===== src/bsa_map.vh =====
`ifndef BSA_MAP_VH
`define BSA_MAP_VH
// cpu bus states, one-hot
`define BSA_C_IDLE      8'h01
`define BSA_C_ADDR      8'h02
`define BSA_C_DATA      8'h04
`define BSA_C_HOLD      8'h08
`define BSA_C_IDLE_X    8'h10
`define BSA_C_ADDR_X    8'h20
`define BSA_C_DATA_X    8'h40
`define BSA_C_HOLD_X    8'h80
// transfer engine states, one-hot
`define BSA_D_IDLE      10'h001
`define BSA_D_READY     10'h002
`define BSA_D_RADDR     10'h004
`define BSA_D_RDATA     10'h008
`define BSA_D_WADDR     10'h010
`define BSA_D_WDATA     10'h020
`define BSA_D_FADDR     10'h040
`define BSA_D_FDATA     10'h080
`define BSA_D_REL       10'h100
`define BSA_D_HOLD      10'h200
// owner codes
`define BSA_OWN_CPU     3'h0
`define BSA_OWN_LOCK    3'h1
`define BSA_OWN_REF     3'h2
`define BSA_OWN_EXT     3'h3
`define BSA_OWN_DMA     3'h4
// clocks without hold acceptance at self-refresh entry
`define BSA_SELFREF_BLOCK 3'h6
`endif


===== src/bsa_bus_arbiter.v =====
`timescale 1ns/100ps
`include "bsa_map.vh"
// Contract
// RQ1: idle after no access or hold end
// RQ2: address state always followed by data/wait
// RQ3: data/wait is final or wait state
// RQ4: hold entered on request, left when released
// RQ5: extra word cycle mirrors normal states
// RQ6: reset chooses idle or hold by request
// RQ7: idle starts access or hold by enable
// RQ8: not ready repeats data; word adds cycle
// RQ9: lock blocks hold until final cycle
// RQ10: transfer idle samples transfer request
// RQ11: leave idle on request, enable, no nmi
// RQ12: two-cycle read address then data then write
// RQ13: write address then write data, strobe off
// RQ14: fly-by address then fly-by data, strobe off
// RQ15: transfer ready merges internal and pin ready
// RQ16: release state then idle after service
// RQ17: higher master during block transfer forces hold
// RQ18: priority lock, refresh, external, dma, cpu
// RQ19: higher requester takes bus at boundary
// RQ20: refresh waits for external master release
// RQ21: hold refused in halt ack, selfref start
// RQ22: external master keeps request off at reset
// RQ23: word read low half first, high second
// RQ24: acknowledge and float bus in hold
module bsa_bus_arbiter #(
  parameter DW = 16                          // external data width
) (
  // clock and reset
  input  wire          clk_in,               // 250 MHz cpu clock
  input  wire          rst_in,               // async, active high
  // external bus master pins
  input  wire          hold_request_n_in,    // pin, active low
  output reg           hold_ack_n_out,       // pin, active low
  output reg           bus_oe_n_out,         // low while device drives bus
  input  wire          ready_n_in,           // pin, active low
  input  wire [DW-1:0] rdata_in,             // pin read data
  // cpu access side
  input  wire          cpu_req_in,           // access source present
  input  wire          cpu_word_in,          // word access
  input  wire          cpu_lock_in,          // bus lock sequence active
  input  wire          cpu_lock_last_in,     // last cycle of lock sequence
  input  wire          halt_ack_in,          // halt acknowledge cycle
  input  wire          selfref_start_in,     // self-refresh entry pulse
  output reg  [7:0]    cpu_state_out,        // cpu bus state
  output reg  [2*DW-1:0] cpu_rdata_out,      // captured read word
  output reg           cpu_done_out,         // one-cycle access done
  // refresh
  input  wire          refresh_req_in,       // refresh pending
  output reg           refresh_grant_out,    // refresh owns bus
  // transfer engine
  input  wire          dma_request_in,       // pin, active high
  input  wire          dma_sw_req_in,        // software request
  input  wire          dma_io_req_in,        // internal i/o request
  input  wire          dma_enable_in,        // engine enabled
  input  wire          dma_term_in,          // transfer terminated
  input  wire          dma_flyby_in,         // 1 fly-by, 0 two-cycle
  input  wire          dma_block_in,         // block transfer mode
  input  wire          nmi_n_in,             // pin, active low
  input  wire          wcu_ready_n_in,       // wait unit ready, active low
  output reg  [9:0]    dma_state_out,        // engine bus state
  output reg           dma_wstrobe_out,      // transfer write strobe
  output reg  [DW-1:0] dma_rdata_out,        // captured transfer read data
  output reg  [2:0]    owner_out             // current bus owner
);

  // synchronisers for pins
  reg [1:0] hreq_s_r;                        // hold request sync
  reg [1:0] rdy_s_r;                         // ready sync
  reg [1:0] dma_request_s_r;                        // transfer request sync
  reg [1:0] nmi_s_r;                         // nmi sync
  reg       hreq_fe_r;                       // hold request at falling edge
  reg       dma_request_fe_r;                       // transfer request at falling edge

  // state registers
  reg [7:0] cst_r;                           // cpu state
  reg [7:0] cst_nxt;
  reg [9:0] dst_r;                           // engine state
  reg [9:0] dst_nxt;
  reg [2:0] sref_cnt_r;                      // self-refresh block count
  reg       reset_seen_r;                    // reset state resolved
  reg       ack_drop_r;                      // refresh pending during hold
  reg       data_old_r;                      // cpu data state held past one edge
  reg       dma_old_r;                       // engine data state held past one edge

  // decoded conditions
  wire hreq     = hreq_s_r[1];               // hold requested
  wire rdy      = rdy_s_r[1];                // cpu ready
  // ready is trusted only once the data state has seen one edge
  wire rdy_ok   = rdy & data_old_r;          // RQ3 RQ8
  wire nmi_act  = ~nmi_s_r[1];               // nmi asserted
  wire dma_rdy  = rdy & dma_old_r & ~wcu_ready_n_in; // RQ15
  wire hold_dis = (cpu_lock_in & ~cpu_lock_last_in) | halt_ack_in
                | (sref_cnt_r != 3'h0);      // RQ9 RQ21
  wire hold_en  = ~hold_dis;
  wire hold_go  = hreq_fe_r & hold_en;       // sampled on falling edge
  wire dma_bus  = (owner_out == `BSA_OWN_DMA);
  wire dma_ask  = (dma_request_fe_r | dma_sw_req_in | dma_io_req_in)
                & ~dma_term_in & dma_enable_in & ~nmi_act; // RQ11
  wire dma_more = ~nmi_act & ~dma_term_in & dma_block_in;

  // one bus-state boundary check, used by arbiter
  function is_boundary;
    input [7:0] st;
    begin
      is_boundary = (st == `BSA_C_IDLE) | (st == `BSA_C_IDLE_X);
    end
  endfunction

  // two-flop synchronisers
  always @(posedge clk_in or posedge rst_in) begin
    if (rst_in) begin
      hreq_s_r <= 2'h0;
      rdy_s_r  <= 2'h0;
      dma_request_s_r <= 2'h0;
      nmi_s_r  <= 2'h3;
    end else begin
      hreq_s_r <= {hreq_s_r[0], ~hold_request_n_in};
      rdy_s_r  <= {rdy_s_r[0], ~ready_n_in};
      dma_request_s_r <= {dma_request_s_r[0], dma_request_in};
      nmi_s_r  <= {nmi_s_r[0], nmi_n_in};
    end
  end

  // falling-edge sampling of synchronised requests
  always @(negedge clk_in or posedge rst_in) begin
    if (rst_in) begin
      hreq_fe_r <= 1'b0;
      dma_request_fe_r <= 1'b0;
    end else begin
      hreq_fe_r <= hreq;                     // RQ1 RQ3 RQ4
      dma_request_fe_r <= dma_request_s_r[1];              // RQ10
    end
  end

  // data-state age flags
  // the synchronised ready lags the pin by two edges, so at the first
  // edge of a new data state it still shows the answer of the previous
  // cycle; a flag that is set only after one edge spent in the same
  // data state masks that leftover and keeps wait states honest
  always @(posedge clk_in or posedge rst_in) begin
    if (rst_in) begin
      data_old_r <= 1'b0;
      dma_old_r  <= 1'b0;
    end else begin
      // cpu side: normal or extra data state kept
      data_old_r <= (cst_r == `BSA_C_DATA || cst_r == `BSA_C_DATA_X)
                  & (cst_nxt == cst_r);
      // engine side: read, write or fly-by data state kept
      dma_old_r  <= (dst_r == `BSA_D_RDATA || dst_r == `BSA_D_WDATA ||
                     dst_r == `BSA_D_FDATA) & (dst_nxt == dst_r);
    end
  end

  // cpu bus-state next value
  // hold is only taken from idle, data or hold itself, never mid-address
  always @* begin
    cst_nxt = cst_r;
    case (cst_r)
      `BSA_C_IDLE, `BSA_C_IDLE_X: begin
        if (hold_go)
          cst_nxt = (cst_r == `BSA_C_IDLE) ? `BSA_C_HOLD : `BSA_C_HOLD_X; // RQ7
        else if (cst_r == `BSA_C_IDLE_X)
          cst_nxt = `BSA_C_ADDR_X;           // RQ5
        else if (cpu_req_in && owner_out == `BSA_OWN_CPU)
          cst_nxt = `BSA_C_ADDR;             // RQ7
      end
      `BSA_C_ADDR:   cst_nxt = `BSA_C_DATA;   // RQ2
      `BSA_C_ADDR_X: cst_nxt = `BSA_C_DATA_X; // RQ2 RQ5
      `BSA_C_DATA: begin
        if (!rdy_ok)
          cst_nxt = `BSA_C_DATA;             // RQ3 RQ8
        else if (cpu_word_in)
          cst_nxt = hold_go ? `BSA_C_HOLD_X : `BSA_C_ADDR_X; // RQ8
        else if (hold_go)
          cst_nxt = `BSA_C_HOLD;             // RQ4
        else if (cpu_req_in && owner_out == `BSA_OWN_CPU)
          cst_nxt = `BSA_C_ADDR;
        else
          cst_nxt = `BSA_C_IDLE;             // RQ1
      end
      `BSA_C_DATA_X: begin
        if (!rdy_ok)
          cst_nxt = `BSA_C_DATA_X;           // RQ3
        else if (hold_go)
          cst_nxt = `BSA_C_HOLD;
        else if (cpu_req_in && owner_out == `BSA_OWN_CPU)
          cst_nxt = `BSA_C_ADDR;
        else
          cst_nxt = `BSA_C_IDLE;             // RQ1
      end
      `BSA_C_HOLD:   if (!hreq_fe_r) cst_nxt = `BSA_C_IDLE;   // RQ4
      `BSA_C_HOLD_X: if (!hreq_fe_r) cst_nxt = `BSA_C_IDLE_X; // RQ4 RQ5
      default:       cst_nxt = `BSA_C_IDLE;
    endcase
  end

  // cpu state register; reset choice made after release
  always @(posedge clk_in or posedge rst_in) begin
    if (rst_in) begin
      cst_r        <= `BSA_C_IDLE;
      reset_seen_r <= 1'b0;
    end else if (!reset_seen_r) begin
      reset_seen_r <= 1'b1;
      cst_r        <= hreq ? `BSA_C_HOLD : `BSA_C_IDLE; // RQ6
    end else begin
      cst_r <= cst_nxt;
    end
  end

  // self-refresh entry refusal window
  always @(posedge clk_in or posedge rst_in) begin
    if (rst_in)
      sref_cnt_r <= 3'h0;
    else if (selfref_start_in)
      sref_cnt_r <= `BSA_SELFREF_BLOCK;      // RQ21
    else if (sref_cnt_r != 3'h0)
      sref_cnt_r <= sref_cnt_r - 3'h1;
  end

  // cpu read capture and done strobe
  always @(posedge clk_in or posedge rst_in) begin
    if (rst_in) begin
      cpu_rdata_out <= {2*DW{1'b0}};
      cpu_done_out  <= 1'b0;
    end else begin
      cpu_done_out <= 1'b0;
      // low half in the first cycle, done only for a single access
      if (cst_r == `BSA_C_DATA && rdy_ok) begin
        cpu_rdata_out[DW-1:0] <= rdata_in;   // RQ3 RQ23
        cpu_done_out          <= ~cpu_word_in;
      end
      // high half in the extra cycle ends a word access
      if (cst_r == `BSA_C_DATA_X && rdy_ok) begin
        cpu_rdata_out[2*DW-1:DW] <= rdata_in; // RQ23
        cpu_done_out             <= 1'b1;
      end
    end
  end

  // transfer engine next state
  // the engine only moves onto the bus once the arbiter names it owner;
  // an nmi in ready or hold drops the request back to idle
  always @* begin
    dst_nxt = dst_r;
    case (dst_r)
      `BSA_D_IDLE:  if (dma_ask) dst_nxt = `BSA_D_READY; // RQ11
      `BSA_D_READY: begin
        if (nmi_act)
          dst_nxt = `BSA_D_IDLE;
        else if (dma_bus)
          dst_nxt = dma_flyby_in ? `BSA_D_FADDR : `BSA_D_RADDR; // RQ12 RQ14
      end
      `BSA_D_RADDR: dst_nxt = `BSA_D_RDATA;  // RQ12
      `BSA_D_RDATA: if (dma_rdy) dst_nxt = `BSA_D_WADDR; // RQ12 RQ15
      `BSA_D_WADDR: dst_nxt = `BSA_D_WDATA;  // RQ13
      `BSA_D_FADDR: dst_nxt = `BSA_D_FDATA;  // RQ14
      `BSA_D_WDATA, `BSA_D_FDATA: begin
        if (dma_rdy) begin
          if (!dma_more)
            dst_nxt = `BSA_D_REL;            // RQ16
          else if (!dma_bus)
            dst_nxt = `BSA_D_HOLD;           // RQ17
          else
            dst_nxt = dma_flyby_in ? `BSA_D_FADDR : `BSA_D_RADDR;
        end
      end
      `BSA_D_HOLD: begin
        if (nmi_act)
          dst_nxt = `BSA_D_IDLE;
        else if (dma_bus)
          dst_nxt = dma_flyby_in ? `BSA_D_FADDR : `BSA_D_RADDR;
      end
      `BSA_D_REL:   dst_nxt = `BSA_D_IDLE;   // RQ16
      default:      dst_nxt = `BSA_D_IDLE;
    endcase
  end

  // transfer engine state, strobe and capture
  always @(posedge clk_in or posedge rst_in) begin
    if (rst_in) begin
      dst_r           <= `BSA_D_IDLE;
      dma_wstrobe_out <= 1'b0;
      dma_rdata_out   <= {DW{1'b0}};
    end else begin
      dst_r <= dst_nxt;
      // strobe asserted in write or fly-by data, dropped at last one
      dma_wstrobe_out <= (dst_nxt == `BSA_D_WDATA || dst_nxt == `BSA_D_FDATA)
                       & ~(dma_rdy & (dst_r == `BSA_D_WDATA || dst_r == `BSA_D_FDATA)); // RQ13 RQ14
      if (dst_r == `BSA_D_RDATA && dma_rdy)
        dma_rdata_out <= rdata_in;           // RQ12
    end
  end

  // arbiter: reassign at cpu idle boundaries and engine gaps
  // refresh is never granted while the external master still asks,
  // so a held master is told by a dropped acknowledge instead
  always @(posedge clk_in or posedge rst_in) begin
    if (rst_in) begin
      owner_out         <= `BSA_OWN_CPU;
      refresh_grant_out <= 1'b0;
      ack_drop_r        <= 1'b0;
    end else begin
      ack_drop_r <= (cst_r == `BSA_C_HOLD || cst_r == `BSA_C_HOLD_X)
                  & refresh_req_in;          // RQ20
      if (cpu_lock_in && owner_out == `BSA_OWN_CPU)
        owner_out <= `BSA_OWN_LOCK;          // RQ18
      else if (owner_out == `BSA_OWN_LOCK && !cpu_lock_in && is_boundary(cst_r))
        owner_out <= `BSA_OWN_CPU;
      else if (owner_out != `BSA_OWN_LOCK && is_boundary(cst_r)) begin // RQ19
        if (refresh_req_in && !hreq) begin
          owner_out         <= `BSA_OWN_REF; // RQ18 RQ20
          refresh_grant_out <= 1'b1;
        end else if (hreq && hold_en) begin
          owner_out         <= `BSA_OWN_EXT;
          refresh_grant_out <= 1'b0;
        end else if (dst_r != `BSA_D_IDLE && dst_r != `BSA_D_REL) begin
          owner_out         <= `BSA_OWN_DMA;
          refresh_grant_out <= 1'b0;
        end else begin
          owner_out         <= `BSA_OWN_CPU;
          refresh_grant_out <= 1'b0;
        end
      end else if (owner_out == `BSA_OWN_DMA && (hreq_fe_r || refresh_req_in || cpu_lock_in)) begin
        owner_out <= `BSA_OWN_CPU;           // RQ17 RQ19 yield to higher
      end
    end
  end

  // hold acknowledge and bus float
  // all outputs follow the next state so they line up with the state
  // registers; the state outputs are plain copies for the far side
  always @(posedge clk_in or posedge rst_in) begin
    if (rst_in) begin
      hold_ack_n_out <= 1'b1;
      bus_oe_n_out   <= 1'b1;
      cpu_state_out  <= `BSA_C_IDLE;
      dma_state_out  <= `BSA_D_IDLE;
    end else begin
      hold_ack_n_out <= ~((cst_nxt == `BSA_C_HOLD || cst_nxt == `BSA_C_HOLD_X)
                          & ~ack_drop_r);    // RQ24 RQ20
      bus_oe_n_out   <= ~(cst_nxt == `BSA_C_ADDR || cst_nxt == `BSA_C_DATA ||
                          cst_nxt == `BSA_C_ADDR_X || cst_nxt == `BSA_C_DATA_X); // RQ24
      cpu_state_out  <= cst_nxt;
      dma_state_out  <= dst_nxt;
    end
  end

endmodule // bsa_bus_arbiter


===== config.mk =====
export PLATFORM = sky130hd
export DESIGN_NAME = bsa_bus_arbiter
export DESIGN_NICKNAME = d
export VERILOG_FILES = /design/src/bsa_bus_arbiter.v
export VERILOG_INCLUDE_DIRS = /design/src
export SDC_FILE = /design/constraint.sdc
export NUM_CORES = 1
export LEC_CHECK = 0
export BUFFER_PORTS_ARGS = -buffer_cell sky130_fd_sc_hd__buf_2
export CORE_UTILIZATION = 48
export DETAILED_ROUTE_END_ITERATION = 6
export GPL_ROUTABILITY_DRIVEN = 0
export PLACE_DENSITY = 0.76
export REMOVE_ABC_BUFFERS = 1
export SLEW_MARGIN = 20
export SYNTH_ARGS = -nofsm -noshare
export SYNTH_HDL_FRONTEND = slang
export SYNTH_SLANG_ARGS = --single-unit

===== constraint.sdc =====
create_clock -name clk_in -period 2.9 [get_ports clk_in]
set_input_delay 0.435 -clock clk_in [delete_from_list [all_inputs] [get_ports clk_in]]
set_output_delay 0.435 -clock clk_in [all_outputs]
set_load 0.1 [all_outputs]

==> impl_metrics.yaml, run 1 <==
route:
  drt-pass1-iter-count: 4
  route.detailed.drc: 0
  finalWirelength_mm: 8.91
  vias_per_cell: 5.44
  wire_per_inst_um: 15.7
  drt_iter0_markers: 148
  antenna_left: 0
  dr_total_vias: 3086
sta:
  max_slew_margin: 0.481
  worst_clock_skew_ns: 0.0188
  hold_violations: 0
  rsz0062_at_grt: "yes"
  maxSlewViolCount: 0
  finalSetupViolations: 0
  tightest_slew_ns: 0.779
power:
  power.density_mw_per_mm2: 645
  ir_drop_uv: 375
  p_leak_uw: 0.00255
logic_synthesis:
  synthesis.instances: 340
  yosys_warnings: 0
  synth_edf_count: 0
  synth_sequential_area_ratio: 0.582
  synth-async-reset-ratio: 1.00
  avgSynthCellArea_sq_um: 12.6
  synth_ff_type: "dfrtp_1"
  ys_types: 66
  synth_area_sq_mm: 0.00427
  ys_ff_latch: 99
clock_tree:
  cts_tree: "yes"
  worst_skew_pair.late_latency_ns: 0.35
  cts_buffers: 9
  post_cts_buffers: 0
  cts-root-buf: "clkbuf_8"
  clk_pin_slew_ns: 0.10
  clockBufferDepth: 2
  cts_sinks: 99
  h-tree-depth: 3
run:
  max_cap_viol_count: 0
die:
  die_area_sq_mm: 0.00928
  die_x_um: 96.3
  design.core.area_sq_mm: 0.00868
  dieHeight_um: 96.3
  pin_count: 110
  rows: 34
  start_util: 0.492
setup_path:
  cp.depth: 4
  crit_arrival_ns: 3.13
  crit_family: "compound AO/OA/AOI/OAI gates"
  cp-startpoint: "dma_request_fe_r"
  critPathRequiredTime_ns: 3.16
  reg2regPathDepth: 4
  worstSetupPathType: "flip-flop to flip-flop"
  cp_slowest_cell: "dfrtn_1"
  crit_chain: "o311ai_4 -> a222oi_1 -> o21ai_1 -> or2_4"
  rr_endpoint: "dma_wstrobe_out"
  crit_buf_inv: 0
  cpPeakStageDelay_ns: 0.44
  crit_end: "dma_wstrobe_out"
  crit_path_end_kind: "flip-flop"
  r2r-start: "dma_request_fe_r"
  r2r_slack_ns: 0.03
  cp_max_fo: 2
  startpoint_type: "flip-flop"
placement:
  place_hpwl_mm: 6.50
  dp_cells: 550
  place.port_buffers: 109
  dpl_cell_area_sq_mm: 0.00493
cells_and_area:
  mostFrequentLayoutCells: "buf_2, dfrtp_1, mux2_2"
  n_antenna_cell: 0
  final_area_sq_mm: 0.00515
  nets: 492
  instances_no_fill: 567
  area_delta_synth_final_pct: 20.6
  final_common_cell: "buf_2"
  nFillCells: 731
  drive_gt1_frac: 0.427
grt:
  antenna_found_initial: 0
  grt_pass1_wl_mm: 14.4
  overflow: 0
  grt_max_degree: 43
  grt_use_met1: 0.260
  grt_pass1_vias: 3047
  top_usage_layer: "met2"
  grt_util_met3: 0.0774
  grtUsageMet2: 0.331
  track_usage: 0.207
hold_path:
  worstHoldPathType: "primary input to flip-flop"
outcome:
  status: "finished clean"
==> synthesized netlist by cell type (2+ instances only) <==
library cell / count / area, sq um
nor3_1: 6 / 30.0
nand2b_1: 3 / 18.8
o311ai_0: 2 / 17.5
and3_1: 5 / 31.3
clkbuf_1: 7 / 26.3
nor2b_1: 5 / 31.3
nand3b_1: 4 / 30.0
mux2i_1: 2 / 20.0
mux2_4: 9 / 135
and4_1: 3 / 26.3
mux2_2: 38 / 428
dfrtn_1: 2 / 50.1
buf_6: 2 / 22.5
nor4_1: 8 / 50.1
xor2_1: 6 / 52.6
dfrtp_1: 90 / 2250
ha_1: 2 / 25.0
a32oi_1: 2 / 17.5
nand4b_1: 3 / 26.3
and2_1: 7 / 43.8
a21o_1: 3 / 22.5
nand2_1: 20 / 75.1
o21ai_0: 10 / 50.1
or3_1: 2 / 12.5
xnor2_1: 5 / 43.8
nor2_1: 15 / 56.3
dfstp_2: 7 / 184
inv_1: 14 / 52.6
a31oi_1: 2 / 12.5
o31ai_1: 2 / 15.0
mux2_1: 2 / 22.5
a21oi_1: 8 / 40.0
nand3_1: 6 / 30.0
or4_1: 2 / 15.0
o22ai_1: 2 / 12.5
buf_2: 4 / 20.0
==> through the flow <==
| stage | TNS [ns] | setup slack [ns] | hold WS, ns | util | total power (uW) |
|---|---|---|---|---|---|
| final | 0 | 0.0300 | 0.163 | 0.594 | 3320 |
| after CTS | 0 | 0.00759 | 0.144 | 0.591 | 3360 |
| after floorplan | -15.98 | -1.44 | 0.331 | - | 2330 |
| after global placement | -0.0366 | -0.0366 | 0.332 | 0.569 | 2500 |
| after detailed placement | -0.0664 | -0.0664 | 0.338 | 0.569 | 2520 |
| after global routing | -0.0606 | -0.0606 | 0.138 | 0.594 | 3470 |
==> per-layer routing <==
metal  part of all wire  vias up
met3              0.086        8
met5                  0        -
met4              0.011        0
li1                   -     1453
met2               0.46      120
met1               0.44     1505
==> report_power, final <==
group	switching, uW	total, uW	internal [uW]	leakage [uW]
combinational	727	934	208	0.00120
sequential	78.5	1560	1480	0.00125
clock	468	830	362	0.0000997
total	1270	3320	2050	0.00255
==> kinds of logic (layout without fill, tap and decap cells) <==
kind of cell             Yosys count  count (layout)  share of synthesized area
flip-flops                        99              99                      0.582
adder cells (fa/ha/maj)            2               2                    0.00586
AO/OA/AOI/OAI                     46              46                     0.0738
other                              1               1                   0.000878
buffers and inverters             28             147                     0.0293
XOR/XNOR                          11              11                     0.0226
AND/OR/NAND/NOR                  102             102                      0.144
multiplexers                      51              51                      0.142
==> final cells by class <==
| type | instances | area, sq um | share of cell area |
|---|---|---|---|
| Tap cell | 108 | 135 | 0.0262 |
| Inverter | 14 | 55.1 | 0.0107 |
| Clock inverter | 5 | 36.3 | 0.00704 |
| Timing Repair Buffer | 117 | 608 | 0.118 |
| Sequential cell | 99 | 2490 | 0.483 |
| Multi-Input combinational cell | 213 | 1680 | 0.326 |
| Clock buffer | 11 | 151 | 0.0294 |
==> state kept, by name, summed over array words and instances, names as in the netlist, 3 cells and up <==
name / flops
cpu_rdata_out: 32
dma_rdata_out: 16
dma_state_out: 10
cpu_state_out: 8
cst_r: 8
owner_out: 3
sref_cnt_r: 3
==> repair_timing <==
item | 4_1_cts | 5_1_grt
hold endpoints to repair | 11 | 0
hold buffers | 1 | 0
pin swaps | 1 | 4
setup endpoints to repair | 1 | 1
gates resized for setup | 1 | 4
==> worst min path at each step <==
| stage | end | slack, ns | depth (start not counted) | start |
|---|---|---|---|---|
| after floorplan | dma_request_s_r[1] | 0.33 | 0 | dma_request_s_r[0] |
| after global placement | dma_request_s_r[1] | 0.33 | 0 | dma_request_s_r[0] |
| after detailed placement | rdy_s_r[1] | 0.34 | 0 | rdy_s_r[0] |
| after CTS | nmi_s_r[0] | 0.14 | 1 | nmi_n_in |
| after global routing | nmi_s_r[0] | 0.14 | 1 | nmi_n_in |
| final | nmi_s_r[0] | 0.16 | 1 | nmi_n_in |
==> worst reg2reg max path, stage by stage, from the launching register on <==
cell      delay [ns]
dfrtn_1         0.44
o311ai_4        0.10
a222oi_1        0.41
o21ai_1         0.15
or2_4           0.24
Note: power is estimated with default switching activity, not from simulation.
==> run 2: changes to the inputs <==
--- a/config.mk
+++ b/config.mk
@@ -6,11 +6,11 @@
 export SDC_FILE = /design/constraint.sdc
 export NUM_CORES = 1
 export LEC_CHECK = 0
-export BUFFER_PORTS_ARGS = -buffer_cell sky130_fd_sc_hd__buf_2
-export CORE_UTILIZATION = 48
+export CORE_UTILIZATION = 55
 export DETAILED_ROUTE_END_ITERATION = 6
+export DONT_BUFFER_PORTS = 1
 export GPL_ROUTABILITY_DRIVEN = 0
-export PLACE_DENSITY = 0.76
+export PLACE_DENSITY = 0.73
 export REMOVE_ABC_BUFFERS = 1
 export SLEW_MARGIN = 20
 export SYNTH_ARGS = -nofsm -noshare
==> impl_metrics.yaml, run 2 (same netlist as run 1, synthesis figures left out) <==
outcome:
  status: "finished clean"
power:
  pwr-share-clk: 0.248
  p_leak_uw: 0.00213
  sw_frac_of_total: 0.379
  internal_power_uw: 2020
  power.total_uw: 3260
  ir_drop_uv: 429
  power.switching_uw: 1240
  pwr-share-seq: 0.564
  combPwrFrac: 0.188
  power.density_mw_per_mm2: 697
cells_and_area:
  multi_input_area_sq_mm: 0.00168
  nFillCells: 599
  top_register: "cpu_rdata_out"
  nets: 395
  n_antenna_cell: 0
  final_core_util: 0.635
  mostFrequentLayoutCells: "dfrtp_1, mux2_2, nand2_1"
  seqCellArea_sq_mm: 0.00249
  final_common_cell: "dfrtp_1"
  area_delta_synth_final_pct: 9.55
  drive_gt1_frac: 0.268
  top_regs: "cpu_rdata_out: 32 flops, dma_rdata_out: 16 flops, dma_state_out: 10 flops"
  largest_register_ffs: 32
sta:
  hold_violations: 0
  maxSlewViolCount: 0
  worst_clock_skew_ns: 0.0151
  max_slew_margin: 0.378
  finalSetupViolations: 0
  tightest_slew_ns: 0.933
  fin_hold_ws_ns: 0.0715
clock_tree:
  h-tree-depth: 3
  cts-root-buf: "clkbuf_8"
  cts_tree: "yes"
  clk_pin_slew_ns: 0.09
  cts_buffers: 9
  worst_skew_pair.late_latency_ns: 0.35
  post_cts_buffers: 0
  cts_sinks: 99
  clockBufferDepth: 2
grt:
  grt_use_met1: 0.277
  overflow: 0
  grtUsageMet2: 0.350
  track_usage: 0.222
  grt_max_degree: 73
  grt_pass1_wl_mm: 14.1
  antenna_found_initial: 0
  top_usage_layer: "met2"
  grt_pass1_vias: 2822
  grt_util_met3: 0.0871
placement:
  place.port_buffers: 0
  place_hpwl_mm: 6.03
die:
  die_area_sq_mm: 0.00812
  dieHeight_um: 90.1
  pin_count: 110
  start_util: 0.580
  design.core.area_sq_mm: 0.00737
  rows: 31
  die_x_um: 90.1
route:
  wire_per_inst_um: 18.6
  dr_total_vias: 2764
  drt-pass1-iter-count: 4
  finalWirelength_mm: 8.58
  drt_iter0_markers: 153
  antenna_left: 0
  route.detailed.drc: 0
  vias_per_cell: 6.00
hold_path:
  worstHoldPathType: "primary input to flip-flop"
setup_path:
  cp_max_fo: 3
  startpoint_type: "flip-flop"
  crit_path_end_kind: "flip-flop"
  critPathRequiredTime_ns: 3.15
  crit_arrival_ns: 3.11
  worstSetupPathType: "flip-flop to flip-flop"
run:
  max_cap_viol_count: 0
==> run 2: timing repair <==
item	4_1_cts	5_1_grt
endpoints found under the hold margin	21	0
endpoints found under the setup margin	2	1
gates resized for setup	1	4
hold buffers	1	0
pin swaps	1	4
==> run 2: cell type report <==
class	count	share of cell area
flip-flops and latches	99	0.531
multi-input cells	213	0.359
clock buffers	13	0.0340
repair buffers	20	0.0326
well taps	99	0.0265
inverters	14	0.0118
clock inverters	3	0.00481
==> run 2: power groups by stage <==
stage | clock network [uW] | registers, uW | logic [uW]
after floorplan | 0 | 2060 | 274
after global placement | 0 | 1860 | 598
after detailed placement | 0 | 1870 | 611
after CTS | 835 | 1840 | 614
after global routing | 892 | 1850 | 669
final | 808 | 1840 | 614
==> run 2: metrics by stage <==
stage	setup TNS, ns	std cells	instance area, sq um	setup WS, ns
finish	0	461	4680	0.0334
global route	-0.0203	461	4680	-0.0203
CTS	0	461	4660	0.00508
detailed placement	-0.255	444	4470	-0.132
global placement	-0.0952	444	4470	-0.0952
floorplan	-15.98	326	4200	-1.44
==> run 2: worst paths after layout <==
| path | from | to | slack [ns] | depth (start not counted) |
|---|---|---|---|---|
| setup / recovery | dma_request_fe_r | dma_wstrobe_out | 0.03 | 4 |
| hold / removal | nmi_n_in | nmi_s_r[0] | 0.07 | 0 |
| setup reg to reg | dma_request_fe_r | dma_wstrobe_out | 0.03 | 4 |
| hold reg to reg | rdy_s_r[0] | rdy_s_r[1] | 0.35 | 0 |
| max in group asynchronous | rst_in | hreq_fe_r | 0.72 | 2 |
| min in group asynchronous | rst_in | dma_wstrobe_out | 0.53 | 2 |
==> run 2: metal layers <==
metal / wire length (um) / part of all wire / vias to the layer above
li1: - / - / 1251
met1: 3490 / 0.41 / 1375
met2: 4100 / 0.48 / 127
met3: 845 / 0.099 / 11
met4: 139 / 0.016 / 0
met5: 0 / 0 / -
==> run 2: worst max-delay path: stages (launching register included) <==
cell and delay, ns:
dfrtn_1 0.44, o311ai_4 0.10, a222oi_1 0.40, o21ai_1 0.15, or2_4 0.23
==> run 3: changes to the inputs <==
--- a/config.mk
+++ b/config.mk
@@ -6,6 +6,7 @@
 export SDC_FILE = /design/constraint.sdc
 export NUM_CORES = 1
 export LEC_CHECK = 0
+export ABC_AREA = 1
 export CORE_UTILIZATION = 55
 export DETAILED_ROUTE_END_ITERATION = 6
 export DONT_BUFFER_PORTS = 1
==> impl_metrics.yaml, run 3 <==
hold_path:
  worstHoldPathType: "primary input to flip-flop"
logic_synthesis:
  synth_mux_area_frac: 0
  synth_area_sq_mm: 0.00439
  synth-simple-area-share: 0.242
  synth_ff_type: "dfrtp_1"
  synth-compound-area-share: 0.106
  synth_most_common_cell: "nand2_1"
  synth_sequential_area_ratio: 0.566
  avgSynthCellArea_sq_um: 9.11
  ys_top_cells_by_count: "nand2_1, dfrtp_1, inv_1"
  synth_top_family_by_area: "simple AND/OR/NAND/NOR gates"
  synth_fa_ha_area_frac: 0.00570
  synth_edf_count: 0
  synthesis.instances: 482
  yosys_warnings: 0
  synth_xor_area_frac: 0.00399
  synth_area_leaders: "dfrtp_1, nand2_1, inv_1"
  synth_top_area_share: 0.513
  ys_types: 44
  synth_top_cell_by_area: "dfrtp_1"
  ys_ff_latch: 99
  synth-async-reset-ratio: 1.00
clock_tree:
  cts_buffers: 9
  worst_skew_pair.late_latency_ns: 0.36
  cts_tree: "yes"
  h-tree-depth: 3
  cts-root-buf: "clkbuf_8"
  clk_pin_slew_ns: 0.10
  cts_sinks: 99
  clockBufferDepth: 2
placement:
  place.port_buffers: 0
  dpl_cell_area_sq_mm: 0.00459
  place_hpwl_mm: 6.78
  pre_cts_ws_ns: 0.0689
route:
  drt-pass1-iter-count: 4
  dr_total_vias: 3236
  wire_per_inst_um: 15.1
  finalWirelength_mm: 9.18
  drt_iter0_markers: 165
  antenna_left: 0
  route.detailed.drc: 0
  vias_per_cell: 5.33
grt:
  track_usage: 0.236
  grt_max_degree: 66
  grt_pass1_vias: 3184
  overflow: 0
  grt_pass1_wl_mm: 15.5
  antenna_found_initial: 0
cells_and_area:
  n_antenna_cell: 0
  final_common_cell: "nand2_1"
  top_register: "cpu_rdata_out"
  final_core_util: 0.622
  mostFrequentLayoutCells: "nand2_1, dfrtp_1, inv_1"
  final_area_sq_mm: 0.00481
  top_regs: "cpu_rdata_out: 32 flops, dma_rdata_out: 16 flops, dma_state_out: 10 flops"
  nets: 538
  largest_register_ffs: 32
  seqCellArea_sq_mm: 0.00249
  multi_input_area_sq_mm: 0.00158
  drive_gt1_frac: 0.176
  nFillCells: 672
  area_delta_synth_final_pct: 9.46
setup_path:
  crit_path_end_kind: "flip-flop"
  crit_arrival_ns: 3.06
  critPathRequiredTime_ns: 3.16
  startpoint_type: "flip-flop"
  cp_max_fo: 7
  worstSetupPathType: "flip-flop to flip-flop"
die:
  pin_count: 110
  start_util: 0.568
  die_x_um: 91.4
  die_area_sq_mm: 0.00835
  design.core.area_sq_mm: 0.00773
  dieHeight_um: 91.4
  rows: 32
sta:
  rsz0062_at_grt: "no"
  worst_clock_skew_ns: 0.0180
  layout_setup_ws_ns: 0.108
  maxSlewViolCount: 0
  finalSetupViolations: 0
  max_slew_margin: 0.363
  hold_violations: 0
  fin_hold_ws_ns: 0.0595
  tightest_slew_ns: 0.955
power:
  p_leak_uw: 0.00246
  power.density_mw_per_mm2: 714
  ir_drop_uv: 488
  power.total_uw: 3430
run:
  max_cap_viol_count: 0
outcome:
  status: "finished clean"
[run 3: changes by cell type in the layout (fill, tap and decap cells not counted), sizes merged, moves of 5 or more]
cell,change
nand4,+8
nand2,+95
and2,-7
nor2b,-5
xor2,-5
mux2,-49
nand3,+16
inv,+66
nor2,+38
o21ai,+50
nor4,-5
[run 3: power by group]
group / switching (uW) / leakage [uW] / internal (uW)
logic: 541 / 0.00122 / 191
clock network: 496 / 0.000105 / 420
registers: 311 / 0.00114 / 1480
total: 1350 / 0.00246 / 2090
[run 3: logic make-up (layout without fill, tap and decap cells)]
| kind of cell | count (synthesis) | after routing |
|---|---|---|
| other | 1 | 1 |
| and+or+nand+nor | 211 | 211 |
| AOI/OAI and AO/OA | 82 | 82 |
| DFF | 99 | 99 |
| adders and majority gates | 2 | 2 |
| xor gates and xnor gates | 2 | 2 |
| buffers and inverters | 85 | 108 |
[run 3: final timing paths]
| path | from | to | slack, ns | cells past startpoint |
|---|---|---|---|---|
| max | hreq_fe_r | bus_oe_n_out | 0.11 | 6 |
| min | nmi_n_in | nmi_s_r[0] | 0.06 | 0 |
| max reg2reg | hreq_fe_r | bus_oe_n_out | 0.11 | 6 |
| min reg2reg | dma_request_s_r[0] | dma_request_s_r[1] | 0.36 | 0 |
| max in group asynchronous | rst_in | hreq_fe_r | 0.64 | 2 |
| min in group asynchronous | rst_in | refresh_grant_out | 0.57 | 2 |
[run 3: worst max-delay path: stages (launching register included)]
cell and delay [ns]:
dfrtn_1 0.46, inv_2 0.08, nor2_4 0.19, inv_1 0.10, nand3_2 0.10, o21ai_4 0.08, nor4_2 0.26
[run 3: repair_timing]
| item | 4_1_cts | 5_1_grt |
|---|---|---|
| hold endpoints to repair | 28 | 0 |
| setup buffers | 0 | 0 |
| endpoints found under the setup margin | 0 | 3 |
| hold buffers | 1 | 0 |
| resized for setup | 0 | 1 |
[run 3: final cells by class]
cell class,instances,area share
inverter,76,0.0604
timing repair buffer,16,0.0255
clock buffer,10,0.0265
tap,102,0.0265
multi-input combinational,298,0.328
clock inverter,6,0.0164
sequential,99,0.517
[run 3: layer usage]
| metal | track usage | part of all wire | vias to the layer above |
|---|---|---|---|
| li1 | - | - | 1565 |
| met1 | 0.314 | 0.44 | 1548 |
| met2 | 0.383 | 0.48 | 114 |
| met3 | 0.0595 | 0.072 | 9 |
| met4 | 0.0728 | 0.012 | 0 |
| met5 | 0 | 0 | - |
[run 3: per-stage QoR]
| step | TNS [ns] | cells |
|---|---|---|
| floorplan | -13.11 | 473 |
| global placement | 0 | 590 |
| detailed placement | 0 | 590 |
| CTS | 0 | 607 |
| global route | 0 | 607 |
| finish | 0 | 607 |
